==> config.mk <==
export PLATFORM = sky130hd
export DESIGN_NAME = stu_servo_timer
export DESIGN_NICKNAME = d
export VERILOG_FILES = /design/src/stu_pkg.sv /design/src/stu_servo_timer.sv
export SDC_FILE = /design/constraint.sdc
export NUM_CORES = 1
export LEC_CHECK = 0
export BUFFER_PORTS_ARGS = -buffer_cell sky130_fd_sc_hd__buf_2
export CAP_MARGIN = 10
export CORE_AREA = 2 2 277 279
export DETAILED_ROUTE_END_ITERATION = 8
export DIE_AREA = 0 0 279 281
export SLEW_MARGIN = 20
export SYNTH_ARGS = -nofsm -noshare
export SYNTH_HDL_FRONTEND = slang
export SYNTH_HIERARCHICAL = 1
export SYNTH_SLANG_ARGS = --single-unit
==> constraint.sdc <==
create_clock -name clk_sys -period 8.06 [get_ports clk_sys]
set_clock_uncertainty 0.2 [all_clocks]
set_input_delay 0.806 -clock clk_sys [delete_from_list [all_inputs] [get_ports clk_sys]]
set_output_delay 0.806 -clock clk_sys [all_outputs]
set_load 0.005 [all_outputs]
==> src/stu_pkg.sv <==
// Purpose: Shared constants and types of the servo timer unit, plus one PWM channel.
// Assumes: clk_sys at 25 MHz, synchronous active-high reset.
// Notes:   The PWM channel is instantiated six times by the top module.
package stu_pkg;
  localparam int CLK_NS        = 40;
  localparam int TM_RES_NS     = 1000;   // Head, frame, duty and interval-a timers
  localparam int TM_SLOW_RES_NS = 2000;  // Remote decode and interval-b timers
  localparam int FRC_RES_NS    = 125;
  localparam int CARRIER_NS    = 16000;  // 128 internal clocks at 8 MHz
  localparam int TICK_FAST_CYC = (TM_RES_NS + CLK_NS - 1) / CLK_NS;
  localparam int TICK_SLOW_CYC = (TM_SLOW_RES_NS + CLK_NS - 1) / CLK_NS;
  localparam int TICK_FRC_CYC  = (FRC_RES_NS + CLK_NS - 1) / CLK_NS;
  localparam int CARRIER_CYC   = CARRIER_NS / CLK_NS;

  localparam int PRE_W   = 6;
  localparam int CAR_W   = 9;
  localparam int TM_W    = 16;
  localparam int EVT_W   = 8;
  localparam int FRC_W   = 22;
  localparam int TAPE_W  = 5;
  localparam int PWM_HI_W = 16;
  localparam int PWM_LO_W = 8;
  localparam int NUM_PWM_GRP = 3;
  localparam int NUM_CAP = 6;
  localparam int NUM_IRQ = 6;
  localparam int NUM_RTP = 4;

  localparam logic [PRE_W-1:0] TICK_FAST_LAST = PRE_W'(TICK_FAST_CYC - 1);
  localparam logic [PRE_W-1:0] TICK_SLOW_LAST = PRE_W'(TICK_SLOW_CYC - 1);
  localparam logic [PRE_W-1:0] TICK_FRC_LAST  = PRE_W'(TICK_FRC_CYC - 1);
  localparam logic [CAR_W-1:0] CARRIER_LAST   = CAR_W'(CARRIER_CYC - 1);

  // Interrupt pending bit positions
  localparam int IRQ_HEAD    = 0;
  localparam int IRQ_FRAME_D = 1;
  localparam int IRQ_INT_A   = 2;
  localparam int IRQ_REMOTE  = 3;
  localparam int IRQ_INT_B   = 4;
  localparam int IRQ_TAPE    = 5;
  // Real-time port trigger positions: 0..2 head compares, 3 frame compare d
  localparam int RTP_FRAME_D = 3;

  typedef struct packed {
    logic             drum_pg;
    logic             drum_fg;
    logic [NUM_CAP-1:0] cap_trig;
    logic             vsync;
    logic             playback_ctl_track;
    logic             cfg_pulse;
    logic             remote_edge_input;
  } stu_pins_t;

  typedef struct packed {
    logic [2:0][TM_W-1:0]  head_timer_cmp;
    logic [3:0][EVT_W-1:0] event_cmp;
    logic [2:0][TM_W-1:0]  frame_ref_cmp;      // a, b, d
    logic                  frame_d_to_rtp;     // 1: trigger port, 0: unmask vsync
    logic [1:0][TM_W-1:0]  ctl_duty_cmp;
    logic [EVT_W-1:0]      event_divider_cmp;
    logic [TM_W-1:0]       interval_a_cmp;
    logic [TM_W-1:0]       interval_b_cmp;
    logic [TAPE_W-1:0]     tape_counter_cmp;
    logic [NUM_PWM_GRP-1:0][PWM_HI_W-1:0] duty_hi;
    logic [NUM_PWM_GRP-1:0][PWM_LO_W-1:0] duty_lo;
  } stu_cfg_t;

  typedef struct packed {
    logic [PRE_W-1:0]      pre_fast;
    logic [PRE_W-1:0]      pre_slow;
    logic [PRE_W-1:0]      pre_frc;
    logic [CAR_W-1:0]      carrier;
    logic [TM_W-1:0]       head_switch_timer;
    logic [EVT_W-1:0]      drum_event_counter;
    logic [2:0]            head_match;
    logic [3:0]            event_match;
    logic [FRC_W-1:0]      free_run_counter;
    logic [NUM_CAP-1:0][FRC_W-1:0] free_run_capture;
    logic [TM_W-1:0]       frame_ref_timer;
    logic [TM_W-1:0]       frame_ref_capture;
    logic [2:0]            frame_match;
    logic [TM_W-1:0]       ctl_duty_timer;
    logic [TM_W-1:0]       ctl_duty_capture;
    logic [1:0]            ctl_match;
    logic [EVT_W-1:0]      event_divider;
    logic                  event_divider_out;
    logic [TM_W-1:0]       interval_timer_a;
    logic [TM_W-1:0]       remote_decode_timer;
    logic [TM_W-1:0]       remote_cap_cmp;
    logic [TM_W-1:0]       remote_capture;
    logic [TM_W-1:0]       interval_timer_b;
    logic [TAPE_W-1:0]     tape_updown_counter;
    logic [NUM_RTP-1:0]    realtime_out_port_trig;
    logic                  vsync_unmask;
    logic [NUM_IRQ-1:0]    irq_pend;
  } stu_state_t;
endpackage

// One PWM line: high while the carrier phase is below the scaled duty value.
module stu_pwm_chan
  import stu_pkg::*;
#(
  parameter int W = PWM_HI_W
) (
  input  wire logic             clk_sys,
  input  wire logic             sys_rst,
  input  wire logic [CAR_W-1:0] carrier,
  input  wire logic [W-1:0]     duty,
  output logic                  pwm_r
);
  logic [CAR_W+W-1:0] phase_scaled;
  logic [CAR_W+W-1:0] duty_scaled;
  logic               pwm_nxt;

  // Scaling by the carrier length keeps full duty resolution on a non power of two period
  always_comb begin
    phase_scaled = {carrier, {W{1'b0}}};
    duty_scaled  = (CAR_W+W)'(duty) * (CAR_W+W)'(CARRIER_CYC);
    pwm_nxt      = phase_scaled < duty_scaled;
  end

  always_ff @(posedge clk_sys) begin
    if (sys_rst) begin
      pwm_r <= 1'b0;
    end else begin
      pwm_r <= pwm_nxt;
    end
  end
endmodule

==> src/stu_servo_timer.sv <==
// Purpose: Servo timer unit: head, free-run, frame, interval, remote, tape and PWM timers.
// Assumes: Pins are asynchronous and pass two flip-flops; config comes from same-clock logic.
// Notes:   No bus; compare values arrive on cfg, counts and captures leave on timer_state.

// Contract
// - Head group: 8-bit event counter, 16-bit timer.
// - Head timer compare matches trigger realtime port.
// - Six free-run captures latch counter on rising edges.
// - Frame group: three timers/dividers with compares, captures.
// - Frame compare d unmasks vsync or triggers port.
// - Interval timer a clears on match, interrupts.
// - Remote edge captures timer into both registers.
// - Interval timer b clears on match, interrupts.
// - Tape counter up on rise, down on fall.
// - Tape counter interrupts on equal or underflow.
// - Three 16-bit and three 8-bit PWM outputs.
// - PWM carrier period equals 16 microseconds.
// - Tape up/down counter is five bits.
// - Free-run counter advances every 4 clocks, 160 ns.
module stu_servo_timer
  import stu_pkg::*;
(
  input  wire logic               clk_sys,
  input  wire logic               sys_rst,
  input  wire stu_pins_t          pins,
  input  wire stu_cfg_t           cfg,
  input  wire logic [NUM_IRQ-1:0] irq_clear,
  output stu_state_t              timer_state,
  output logic [NUM_IRQ-1:0]      irq_pend,
  output logic [NUM_RTP-1:0]      realtime_out_port_trig,
  output logic                    vsync_unmask,
  output logic [NUM_PWM_GRP-1:0]  pwm_hi,
  output logic [NUM_PWM_GRP-1:0]  pwm_lo
);
  localparam int PIN_W = $bits(stu_pins_t);

  logic [PIN_W-1:0] sync1_r;
  logic [PIN_W-1:0] sync2_r;
  logic [PIN_W-1:0] sync3_r;
  stu_pins_t        pin_now;
  stu_pins_t        pin_old;
  stu_pins_t        rise;
  stu_pins_t        fall;
  stu_state_t       st_r;
  stu_state_t       st_nxt;
  logic             tick_fast;
  logic             tick_slow;
  logic             tick_frc;
  logic             remote_edge;
  logic [NUM_IRQ-1:0] irq_set;

  // Only the second stage is looked at; the third holds the previous level for edges
  always_ff @(posedge clk_sys) begin
    if (sys_rst) begin
      sync1_r <= '0;
      sync2_r <= '0;
      sync3_r <= '0;
    end else begin
      sync1_r <= pins;
      sync2_r <= sync1_r;
      sync3_r <= sync2_r;
    end
  end

  always_comb begin
    pin_now     = stu_pins_t'(sync2_r);
    pin_old     = stu_pins_t'(sync3_r);
    rise        = stu_pins_t'(sync2_r & ~sync3_r);
    fall        = stu_pins_t'(~sync2_r & sync3_r);
    remote_edge = pin_now.remote_edge_input != pin_old.remote_edge_input;
    tick_fast   = st_r.pre_fast == TICK_FAST_LAST;
    tick_slow   = st_r.pre_slow == TICK_SLOW_LAST;
    tick_frc    = st_r.pre_frc == TICK_FRC_LAST;
  end

  always_comb begin
    st_nxt  = st_r;
    irq_set = '0;

    // Prescalers and PWM carrier
    st_nxt.pre_fast = tick_fast ? '0 : st_r.pre_fast + 1'b1;
    st_nxt.pre_slow = tick_slow ? '0 : st_r.pre_slow + 1'b1;
    st_nxt.pre_frc  = tick_frc  ? '0 : st_r.pre_frc + 1'b1;
    st_nxt.carrier  = (st_r.carrier == CARRIER_LAST) ? '0 : st_r.carrier + 1'b1;

    // Head group: timer restarts on drum phase, event counter counts drum speed pulses
    st_nxt.head_match  = '0;
    st_nxt.event_match = '0;
    if (rise.drum_pg) begin
      st_nxt.head_switch_timer  = '0;
      st_nxt.drum_event_counter = '0;
    end else begin
      if (tick_fast) begin
        st_nxt.head_switch_timer = st_r.head_switch_timer + 1'b1;
      end
      if (rise.drum_fg) begin
        st_nxt.drum_event_counter = st_r.drum_event_counter + 1'b1;
      end
    end
    for (int i = 0; i < 3; i++) begin
      st_nxt.head_match[i] = tick_fast && st_r.head_switch_timer == cfg.head_timer_cmp[i];
    end
    for (int i = 0; i < 4; i++) begin
      st_nxt.event_match[i] = rise.drum_fg && st_nxt.drum_event_counter == cfg.event_cmp[i];
    end
    irq_set[IRQ_HEAD] = st_nxt.head_match[0];

    // Free-running counter and its captures
    if (tick_frc) begin
      st_nxt.free_run_counter = st_r.free_run_counter + 1'b1;
    end
    for (int i = 0; i < NUM_CAP; i++) begin
      if (rise.cap_trig[i]) begin
        st_nxt.free_run_capture[i] = st_r.free_run_counter;
      end
    end

    // Frame reference timer: restarts on vsync, captures on control track rise
    st_nxt.frame_match = '0;
    if (rise.vsync) begin
      st_nxt.frame_ref_timer = '0;
    end else if (tick_fast) begin
      st_nxt.frame_ref_timer = st_r.frame_ref_timer + 1'b1;
    end
    if (rise.playback_ctl_track) begin
      st_nxt.frame_ref_capture = st_r.frame_ref_timer;
    end
    for (int i = 0; i < 3; i++) begin
      st_nxt.frame_match[i] = tick_fast && st_r.frame_ref_timer == cfg.frame_ref_cmp[i];
    end
    st_nxt.realtime_out_port_trig = {st_nxt.frame_match[2] && cfg.frame_d_to_rtp,
                                     st_nxt.head_match};
    st_nxt.vsync_unmask = st_nxt.frame_match[2] && !cfg.frame_d_to_rtp;
    irq_set[IRQ_FRAME_D] = st_nxt.frame_match[2];

    // Control-track duty timer: period capture restarts the count
    st_nxt.ctl_match = '0;
    if (rise.playback_ctl_track) begin
      st_nxt.ctl_duty_capture = st_r.ctl_duty_timer;
      st_nxt.ctl_duty_timer   = '0;
    end else if (tick_fast) begin
      st_nxt.ctl_duty_timer = st_r.ctl_duty_timer + 1'b1;
    end
    for (int i = 0; i < 2; i++) begin
      st_nxt.ctl_match[i] = tick_fast && st_r.ctl_duty_timer == cfg.ctl_duty_cmp[i];
    end

    // Event divider on the capstan pulse
    st_nxt.event_divider_out = 1'b0;
    if (rise.cfg_pulse) begin
      if (st_r.event_divider == cfg.event_divider_cmp) begin
        st_nxt.event_divider     = '0;
        st_nxt.event_divider_out = 1'b1;
      end else begin
        st_nxt.event_divider = st_r.event_divider + 1'b1;
      end
    end

    // Interval timer a
    if (tick_fast) begin
      if (st_r.interval_timer_a == cfg.interval_a_cmp) begin
        st_nxt.interval_timer_a = '0;
        irq_set[IRQ_INT_A]      = 1'b1;
      end else begin
        st_nxt.interval_timer_a = st_r.interval_timer_a + 1'b1;
      end
    end

    // Remote decode timer runs free; both edges capture it
    if (tick_slow) begin
      st_nxt.remote_decode_timer = st_r.remote_decode_timer + 1'b1;
    end
    if (remote_edge) begin
      st_nxt.remote_cap_cmp = st_r.remote_decode_timer;
      st_nxt.remote_capture = st_r.remote_decode_timer;
      irq_set[IRQ_REMOTE]   = 1'b1;
    end

    // Interval timer b
    if (tick_slow) begin
      if (st_r.interval_timer_b == cfg.interval_b_cmp) begin
        st_nxt.interval_timer_b = '0;
        irq_set[IRQ_INT_B]      = 1'b1;
      end else begin
        st_nxt.interval_timer_b = st_r.interval_timer_b + 1'b1;
      end
    end

    // Tape counter: zero wraps to all ones on a falling edge and flags underflow
    if (rise.playback_ctl_track) begin
      st_nxt.tape_updown_counter = st_r.tape_updown_counter + 1'b1;
    end else if (fall.playback_ctl_track) begin
      st_nxt.tape_updown_counter = st_r.tape_updown_counter - 1'b1;
      if (st_r.tape_updown_counter == '0) begin
        irq_set[IRQ_TAPE] = 1'b1;
      end
    end
    if ((rise.playback_ctl_track || fall.playback_ctl_track) &&
        st_nxt.tape_updown_counter == cfg.tape_counter_cmp) begin
      irq_set[IRQ_TAPE] = 1'b1;
    end

    // A new event beats a clear in the same cycle
    st_nxt.irq_pend = (st_r.irq_pend & ~irq_clear) | irq_set;
  end

  always_ff @(posedge clk_sys) begin
    if (sys_rst) begin
      st_r <= '0;
    end else begin
      st_r <= st_nxt;
    end
  end

  always_comb begin
    timer_state            = st_r;
    irq_pend               = st_r.irq_pend;
    realtime_out_port_trig = st_r.realtime_out_port_trig;
    vsync_unmask           = st_r.vsync_unmask;
  end

  // PWM lines share the carrier so all six stay phase aligned
  for (genvar g = 0; g < NUM_PWM_GRP; g++) begin : g_pwm
    stu_pwm_chan #(.W(PWM_HI_W)) u_hi (
      .clk_sys (clk_sys),
      .sys_rst (sys_rst),
      .carrier (st_r.carrier),
      .duty    (cfg.duty_hi[g]),
      .pwm_r   (pwm_hi[g])
    );
    stu_pwm_chan #(.W(PWM_LO_W)) u_lo (
      .clk_sys (clk_sys),
      .sys_rst (sys_rst),
      .carrier (st_r.carrier),
      .duty    (cfg.duty_lo[g]),
      .pwm_r   (pwm_lo[g])
    );
  end
endmodule

[Word level (Yosys, flattened, before mapping)]
Index checks and enable logic that the tools add are counted.
Widths: inputs -> output; s select.
Word-level totals
  flip-flop bits (word level): 412
  bits in latches: 0
  bits in writable memories: 0
  bits in read-only memories: 0
  input port bits: 298
  output and inout bits: 403
  word-level logic and storage cells: 139
  memories: 0
Cells by class
  add/sub/neg operators: 15
  $mul: 6
  divide/modulo/power cells: 0
  order comparisons: 6
  equality and inequality tests: 21
  shift-type cells: 0
  multiplexer cells: 17
  bitwise operators: 8
  reduce and logical (&&, ||, !) cells: 26
Operator list (number)
  $eq 16x16->1: 10
  $add 16x1->16 const B: 6
  $lt 25x25->1: 3
  $mul 16x5->21 const B: 3
  $lt 17x17->1: 3
  $eq 8x8->1: 5
  $mul 8x5->13 const B: 3
  $mux 16: 2
  $mux 8: 3
  $add 22x1->22 const B: 1
  $add 6x1->6 const B: 3
  $add 8x1->8 const B: 2
  $reduce_or 2->1: 8
  $logic_and 1x1->1: 15
  $and 12x12->12: 1
  $not 12->12: 1
  $mux 1: 10
  $mux 5: 2
  $add 9x1->9 const B: 1
  $eq 9x9->1 const B: 1
  $and 6x6->6: 1
  $eq 6x2->1 const B: 1
  $eq 6x5->1 const B: 1
  $eq 6x6->1 const B: 1
  12 further kinds: 12

[Logic depth before layout (Yosys ltp)]
Gate-level depths: netlist (run 1).
  word-level depth: 8
  depth in mapped cells: 19
  depth with buffers taken out: 19

[By module]
The synthesis (run 1) kept the hierarchy.
By module, submodules not included
  stu_servo_timer: instances 1, cells an instance 2079, area each 17823.3 um^2
  stu_pwm_chan at g_pwm[0].u_hi ...: instances 2, cells an instance 224, area each 1881.8 um^2
  stu_pwm_chan at g_pwm[1].u_hi: instances 1, cells an instance 265, area each 2144.6 um^2
  stu_pwm_chan at g_pwm[0].u_lo ...: instances 2, cells an instance 107, area each 930.9 um^2
  stu_pwm_chan at g_pwm[2].u_lo: instances 1, cells an instance 104, area each 933.4 um^2

[Least setup slack after synthesis (run 1)]
OpenSTA, ideal clock, no wires.
  path kind: input port to flip-flop
  from: input cfg[31] (netlist bit)
  to: register g_pwm[0].u_hi.pwm_r
  data arrival time: 4.362 ns
  required time: 7.736 ns
  slack: 3.374 ns
  cell stages on the path: 17
  buffers on the path: 0
  path through: ha_1 ha_1 inv_1 fa_1 inv_1 ha_1 a2111oi_4 nand2b_4 a221o_1 a221oi_2 xor2_1 ha_1 nand4_1 nor2_1 nand4_1 nor4_1 a21oi_1
On the way
  longest elaborated chain between the ends: 2
Ends and longest elaborated chain
  start, declared: RTL line stu_servo_timer.sv:26  | input wire stu_cfg_t cfg,
  $mul 16x5->21: RTL line stu_pkg.sv:117  | duty_scaled = (CAR_W+W)'(duty) * (CAR_W+W)'(CARRIER_CYC);
  $lt 25x25->1: RTL line stu_pkg.sv:118  | pwm_nxt = phase_scaled < duty_scaled;
  end signal, assigned: RTL line stu_pkg.sv:125  | pwm_r <= pwm_nxt;
  end, declared: RTL line stu_pkg.sv:108  | output logic pwm_r
No other way between the ends.
A chain may end at the register's enable or synchronous reset.

[Worst setup path in the final report (run 1)]
Ends and elaborated chain as after synthesis.

==> results of run 1 <==
-- per-layer routing --
metal / global-route usage [%] / vias up / wire (microns) / share of wire, %
met4: 10.2 / 24 / 4450 / 5.0
li1: - / 11500 / - / -
met3: 4.86 / 212 / 5820 / 6.6
met1: 25.5 / 10800 / 36200 / 41
met5: 0 / - / 169 / 0.19
met2: 37.0 / 755 / 42000 / 47
-- final cells by class --
| cell class | count | area [sq um] | area share, % |
|---|---|---|---|
| Clock buffer | 61 | 1350 | 4.19 |
| Sequential cell | 409 | 8190 | 25.4 |
| Timing Repair Buffer | 717 | 3640 | 11.3 |
| Antenna cell | 7 | 17.5 | 0.0543 |
| Multi-Input combinational cell | 2282 | 16600 | 51.6 |
| Tap cell | 978 | 1220 | 3.79 |
| Inverter | 234 | 878 | 2.72 |
| Clock inverter | 25 | 325 | 1.01 |
-- final timing paths --
check	startpoint	end	slack, ns	depth (start not counted)
min reg2reg	sync1_r[0]	pin_now[0]	0.24	1
max reg2reg	timer_state[335]	timer_state[331]	4.75	7
max	cfg[31]	g_pwm[0].u_hi/pwm_r	3.54	18
min	pins[1]	sync1_r[1]	0.22	2
-- flip-flops by register name (all words and copies together), names as in the netlist --
register,count
vsync_unmask,1
timer_state,358
g_pwm.u_lo/pwm_r,3
realtime_out_port_trig,2
pin_now,12
irq_pend,6
sync1_r,12
pin_old,12
g_pwm.u_hi/pwm_r,3
-- synthesized netlist by cell type (27+ instances only) --
cell	number	share of area [%]
sky130_fd_sc_hd__nand4_1	61	1.4
sky130_fd_sc_hd__xnor2_1	130	4.3
sky130_fd_sc_hd__fa_1	42	3.2
sky130_fd_sc_hd__nand2_1	399	5.6
sky130_fd_sc_hd__o21ai_0	44	0.83
sky130_fd_sc_hd__nand2b_1	27	0.64
sky130_fd_sc_hd__xor2_1	258	8.5
sky130_fd_sc_hd__mux2i_1	38	1.4
sky130_fd_sc_hd__nor3_1	41	0.77
sky130_fd_sc_hd__nor2_1	254	3.6
sky130_fd_sc_hd__dfxtp_1	409	31
sky130_fd_sc_hd__clkbuf_1	123	1.7
sky130_fd_sc_hd__nand3_1	69	1.3
sky130_fd_sc_hd__inv_1	234	3.3
sky130_fd_sc_hd__a21oi_1	228	4.3
sky130_fd_sc_hd__and3_1	34	0.80
sky130_fd_sc_hd__nor2b_1	53	1.2
sky130_fd_sc_hd__buf_4	30	0.85
sky130_fd_sc_hd__nor4_1	45	1.1
sky130_fd_sc_hd__ha_1	320	15
-- worst max-delay path, stage by stage --
cell and delay, ns:
sky130_fd_sc_hd__buf_2 0.12, sky130_fd_sc_hd__ha_1 0.29, sky130_fd_sc_hd__ha_1 0.28, sky130_fd_sc_hd__inv_1 0.05, sky130_fd_sc_hd__fa_1 0.50, sky130_fd_sc_hd__inv_1 0.04, sky130_fd_sc_hd__ha_1 0.40, sky130_fd_sc_hd__a2111oi_4 0.43
sky130_fd_sc_hd__nand2b_4 0.09, sky130_fd_sc_hd__a221o_1 0.38, sky130_fd_sc_hd__a221oi_2 0.26, sky130_fd_sc_hd__xor2_1 0.10, sky130_fd_sc_hd__ha_1 0.32, sky130_fd_sc_hd__nand4_1 0.10, sky130_fd_sc_hd__nor2_1 0.17, sky130_fd_sc_hd__nand4_1 0.10
sky130_fd_sc_hd__nor4_1 0.25, sky130_fd_sc_hd__a21oi_1 0.11
-- cells by family after synthesis --
logic type	Yosys count	synth area share [%]
simple gates	1086	20.1
buf+inv	419	6.51
flops	409	30.9
compound gates	401	9.58
xor+xnor	392	13.1
fa+ha+maj	362	18.3
mux	41	1.58
-- through the flow --
| step | setup WS (ns) | hold slack [ns] | area, sq um |
|---|---|---|---|
| finish | 3.54 | 0.225 | 32300 |
| global route | 3.24 | 0.184 | 32200 |
| CTS | 3.56 | 0.180 | 32200 |
| detailed placement | 2.91 | 0.228 | 30600 |
| global placement | 3.01 | 0.216 | 30600 |
| floorplan | 3.37 | 0.214 | 26500 |
-- power groups by stage --
| stage | Sequential, W | Combinational, W | Clock (W) |
|---|---|---|---|
| 6_report | 0.00206 | 0.00148 | 0.00232 |
| 3_5_place_dp | 0.00211 | 0.00148 | 0 |
| 4_1_cts | 0.00206 | 0.00149 | 0.00239 |
| 2_1_floorplan | 0.00210 | 0.00110 | 0 |
| 5_1_grt | 0.00206 | 0.00168 | 0.00247 |
| 3_3_place_gp | 0.00211 | 0.00147 | 0 |
==> qor.txt, run 1 <==
Data arrival time of the worst path: 4.80 ns
Number of antenna violations at the first check in global routing: 19
Resized Gates After CTS: 0
Worst-case clock buffer depth: 3
Pin count of the biggest net entering global routing: 103
Total number of yosys warnings: 6
Effective utilization at floorplan: 35.2%
Max-slew violation total from the final report: 0
Flip-flop cell with the highest count after synthesis: sky130_fd_sc_hd__dfxtp_1
Peak supply drop: 0.000164 V
Vias in the first global route: 22100
Number of setup violations in the final report: 0
Clock tree from TritonCTS: built
Post-layout nets: 4352
Number of I/O pins: 701
Part of the Yosys area used for sequential elements: 30.9%
Remaining DRCs: 0
Commonest non-fill, non-tap cell in the layout: sky130_fd_sc_hd__buf_2
Clock Latency Late Sink: 0.60 ns
Post-CTS Hold Fix Bufs: 0
GRT overflow: 0
Post-CTS Setup Bufs: 0
Full die area: 78400 sq um
Horizontal extent of the die: 279 microns
Fillers: 7613
Category of the worst setup path capture point: flip-flop
Port Buf Inserts: 700
Final critical-path share of the clock period: 56.1%
Placeable core region: 75400 sq um
Total nets after synthesis: 3770
Power density cells: 182 nW/um^2
Fraction of final layout cells with drive strength greater than 1: 23.4%
Wire length of the first global-routing pass: 131 mm
Fin crit period: 4.52 ns
Outcome: complete, no violations
Unrepaired setup endpoints after global routing: no
TritonCTS Buffers: 48
Mean post-synth cell area: 8.53 sq um
Net switching power: 0.00180 W
Internal power: 0.00407 W
Number of sinks handled by clock tree synthesis: 409
Maximum clock frequency: 221 MHz
Half-perimeter wire length of the detailed placement result: 68.7 mm
Layout Utilization: 42.8%
Chip Height: 281 microns
Number of design-rule violations left by the first detailed-router iteration: 1192
Routed vias: 23400
Actual transition at the worst max-transition pin: 1.12 ns
Leakage power summed over all cells: 15.5 nW
Total Power Consumption: 0.00587 W
Proportion of power drawn by flip-flops and latches: 35.1%
Avg WL per Cell: 18.8 microns
Cell Count, Final, Fillers Out: 4713
Antenna Violating Nets Remaining: 0
Final weighted congestion of routability-driven global placement: 0.894
Root buffer cell: sky130_fd_sc_hd__clkbuf_16
Fraction of power spent switching nets: 30.7%
Post-Place Cells: 4620
Post-synth EDFFs: 0
Clock slew at reported path FFs: 0.07 ns
Critical path startpoint category: primary input
Count of maximum capacitance violations: 0
GRT Util Overall: 21.5%
Fraction of registers with async set or reset after synthesis: 0%
Setup total negative slack: 0 ns
Hold violation count in the final report: 0
Area growth from synthesis to layout: 21.6%
Core Rows: 101
Number of different library cells in the post-synthesis netlist: 86
Commonest cells after routing, fill and taps aside: 699 x sky130_fd_sc_hd__buf_2, 409 x sky130_fd_sc_hd__dfxtp_1, 399 x sky130_fd_sc_hd__nand2_1
Number of vias per cell: 4.96
Post-Syn Area: 26500 sq um
Crit Path Max Fanout: 6
Required time of the critical path: 8.34 ns
Max transition margin: 25.2%
Gate Count Post-Synth: 3110
Final wirelength: 88.6 mm
Pre-Repair DR Iteration Count: 5
Hold WC Path Type: primary input to flip-flop
Comb power frac: 25.3%
WS Path Type: primary input to flip-flop
Total number of H-tree levels: 2
Clk pwr share: 39.6%
Flip-flop and latch count after synthesis: 409
Power figures use the tool's default switching activity.
==> run 2: changes to the inputs <==
==> constraint.sdc (replaced) <==
create_clock -name clk_sys -period 4.26 [get_ports clk_sys]
set_clock_uncertainty 0.2 [all_clocks]
set_input_delay 0.426 -clock clk_sys [delete_from_list [all_inputs] [get_ports clk_sys]]
set_output_delay 0.426 -clock clk_sys [all_outputs]
set_load 0.005 [all_outputs]
==> qor.txt, run 2 (same netlist as run 1, synthesis figures left out) <==
Wire length of the first global-routing pass: 133 mm
Full die area: 78400 sq um
Routed vias: 23900
Hold WC Path Type: primary input to flip-flop
Clock tree from TritonCTS: built
Port Buf Inserts: 700
Number of design-rule violations left by the first detailed-router iteration: 1310
Max transition margin: 27.7%
Required time of the critical path: 4.54 ns
WS Path Type: primary input to flip-flop
Antenna Violating Nets Remaining: 0
Area post-placement: 31300 sq um
Post-layout nets: 4484
Count of maximum capacitance violations: 0
Effective utilization at floorplan: 35.2%
Number of I/O pins: 701
Fillers: 7533
Crit path cell chain: buf_2 > ha_1 > ha_1 > inv_1 > fa_1 > inv_1 > ha_1 > a21oi_1 > o21ai_1 > and3_1 > a221o_1 > a221oi_2 > xor2_1 > ha_1 > nand4_1 > nor2_1 > nand4_1 > nor4_2 > a21oi_1
Critical path startpoint category: primary input
Root buffer cell: sky130_fd_sc_hd__clkbuf_16
Clock slew at reported path FFs: 0.06 ns
Critical path's slowest cell: sky130_fd_sc_hd__fa_1
Commonest non-fill, non-tap cell in the layout: sky130_fd_sc_hd__buf_2
Cell repeated most along the worst path: sky130_fd_sc_hd__ha_1
Total Power Consumption: 0.0113 W
TritonCTS Buffers: 48
Post-CTS Setup Bufs: 0
Power density cells: 340 nW/um^2
Final critical-path share of the clock period: 94.5%
Horizontal extent of the die: 279 microns
Category of the worst setup path capture point: flip-flop
Number of vias per cell: 4.94
Remaining DRCs: 0
Max-slew violation total from the final report: 0
GRT overflow: 0
GRT Util Overall: 21.7%
Maximum clock frequency: 248 MHz
Pin count of the biggest net entering global routing: 126
Vias in the first global route: 22800
Area of all placed cells without fillers: 33300 sq um
Peak supply drop: 0.000269 V
Data arrival time of the worst path: 4.31 ns
Number of sinks handled by clock tree synthesis: 409
Final weighted congestion of routability-driven global placement: 0.952
Crit Path Max Fanout: 5
Outcome: complete, no violations
Worst-case clock buffer depth: 3
Worst setup slack before clock tree synthesis: -0.395 ns
Actual transition at the worst max-transition pin: 1.08 ns
Hold violation count in the final report: 0
Slack of the critical path: 0.232 ns
Number of antenna violations at the first check in global routing: 11
Leakage power summed over all cells: 16.1 nW
Commonest cells after routing, fill and taps aside: 699 x sky130_fd_sc_hd__buf_2, 409 x sky130_fd_sc_hd__dfxtp_1, 399 x sky130_fd_sc_hd__nand2_1
Final wirelength: 89.0 mm
Largest stage delay on the critical path: 0.49 ns
Half-perimeter wire length of the detailed placement result: 69.3 mm
Number of setup violations in the final report: 0
Chip Height: 281 microns
Area growth from synthesis to layout: 25.6%
Number of flip-flops under the largest register name: 358
Pre-Repair DR Iteration Count: 5
Core Rows: 101
Fin crit period: 4.03 ns
Avg WL per Cell: 18.4 microns
Placeable core region: 75400 sq um
Total number of H-tree levels: 2
Clock Latency Late Sink: 0.59 ns
Fraction of final layout cells with drive strength greater than 1: 25.1%
## run 2: critical path, delay by kind of cell
kind | cells | cell delay [ns]
AOI/OAI and AO/OA | 5 | 1.01
buffers and inverters | 3 | 0.21
xor gates and xnor gates | 1 | 0.11
and+or+nand+nor | 5 | 0.79
adders and majority gates | 5 | 1.75
## run 2: worst paths after layout
check	startpoint	cells after the start	endpoint	slack [ns]
max	cfg[31]	19	g_pwm[0].u_hi/pwm_r	0.23
min	sys_rst	2	timer_state[17]	0.04
max reg2reg	timer_state[335]	9	timer_state[330]	0.73
min reg2reg	sync1_r[3]	1	pin_now[3]	0.23
## run 2: area by class of cell
cell class	count	area [sq um]	area share [%]
Multi-Input combinational cell	2282	16700	50.1
Clock buffer	75	1400	4.21
Inverter	234	878	2.64
Tap cell	978	1220	3.67
Clock inverter	12	224	0.672
Antenna cell	3	7.51	0.0225
Timing Repair Buffer	849	4720	14.2
Sequential cell	409	8190	24.6
## run 2: metrics by stage
step                      hold WS [ns]  setup TNS, ns  std cells  utilization [%]
final                           0.0403              0       4842             44.2
after global routing            0.0485        -0.0244       4840             44.2
after detailed placement         0.222         -0.878       4722             41.6
after global placement           0.218         -0.608       4722             41.6
after floorplan                  0.214              0       3110                -
after CTS                       0.0282              0       4839             44.1
## run 2: power breakdown
group / leakage [nW] / internal [W] / switching (W)
combinational: 12.0 / 0.00148 / 0.00167
clock: 0.787 / 0.00257 / 0.00172
sequential: 3.30 / 0.00386 / 0.0000476
total: 16.1 / 0.00790 / 0.00344
## run 2: what timing repair did
action,4_1_cts,5_1_grt
resized for setup,0,5
hold endpoints to repair,25,0
hold buffers,30,0
endpoints found under the setup margin,0,2
## run 2: metal layers
metal / wire, microns / GRT usage, %
met5: 108 / 0
met4: 4160 / 9.53
met3: 5380 / 4.36
met1: 36600 / 25.5
met2: 42700 / 38.1
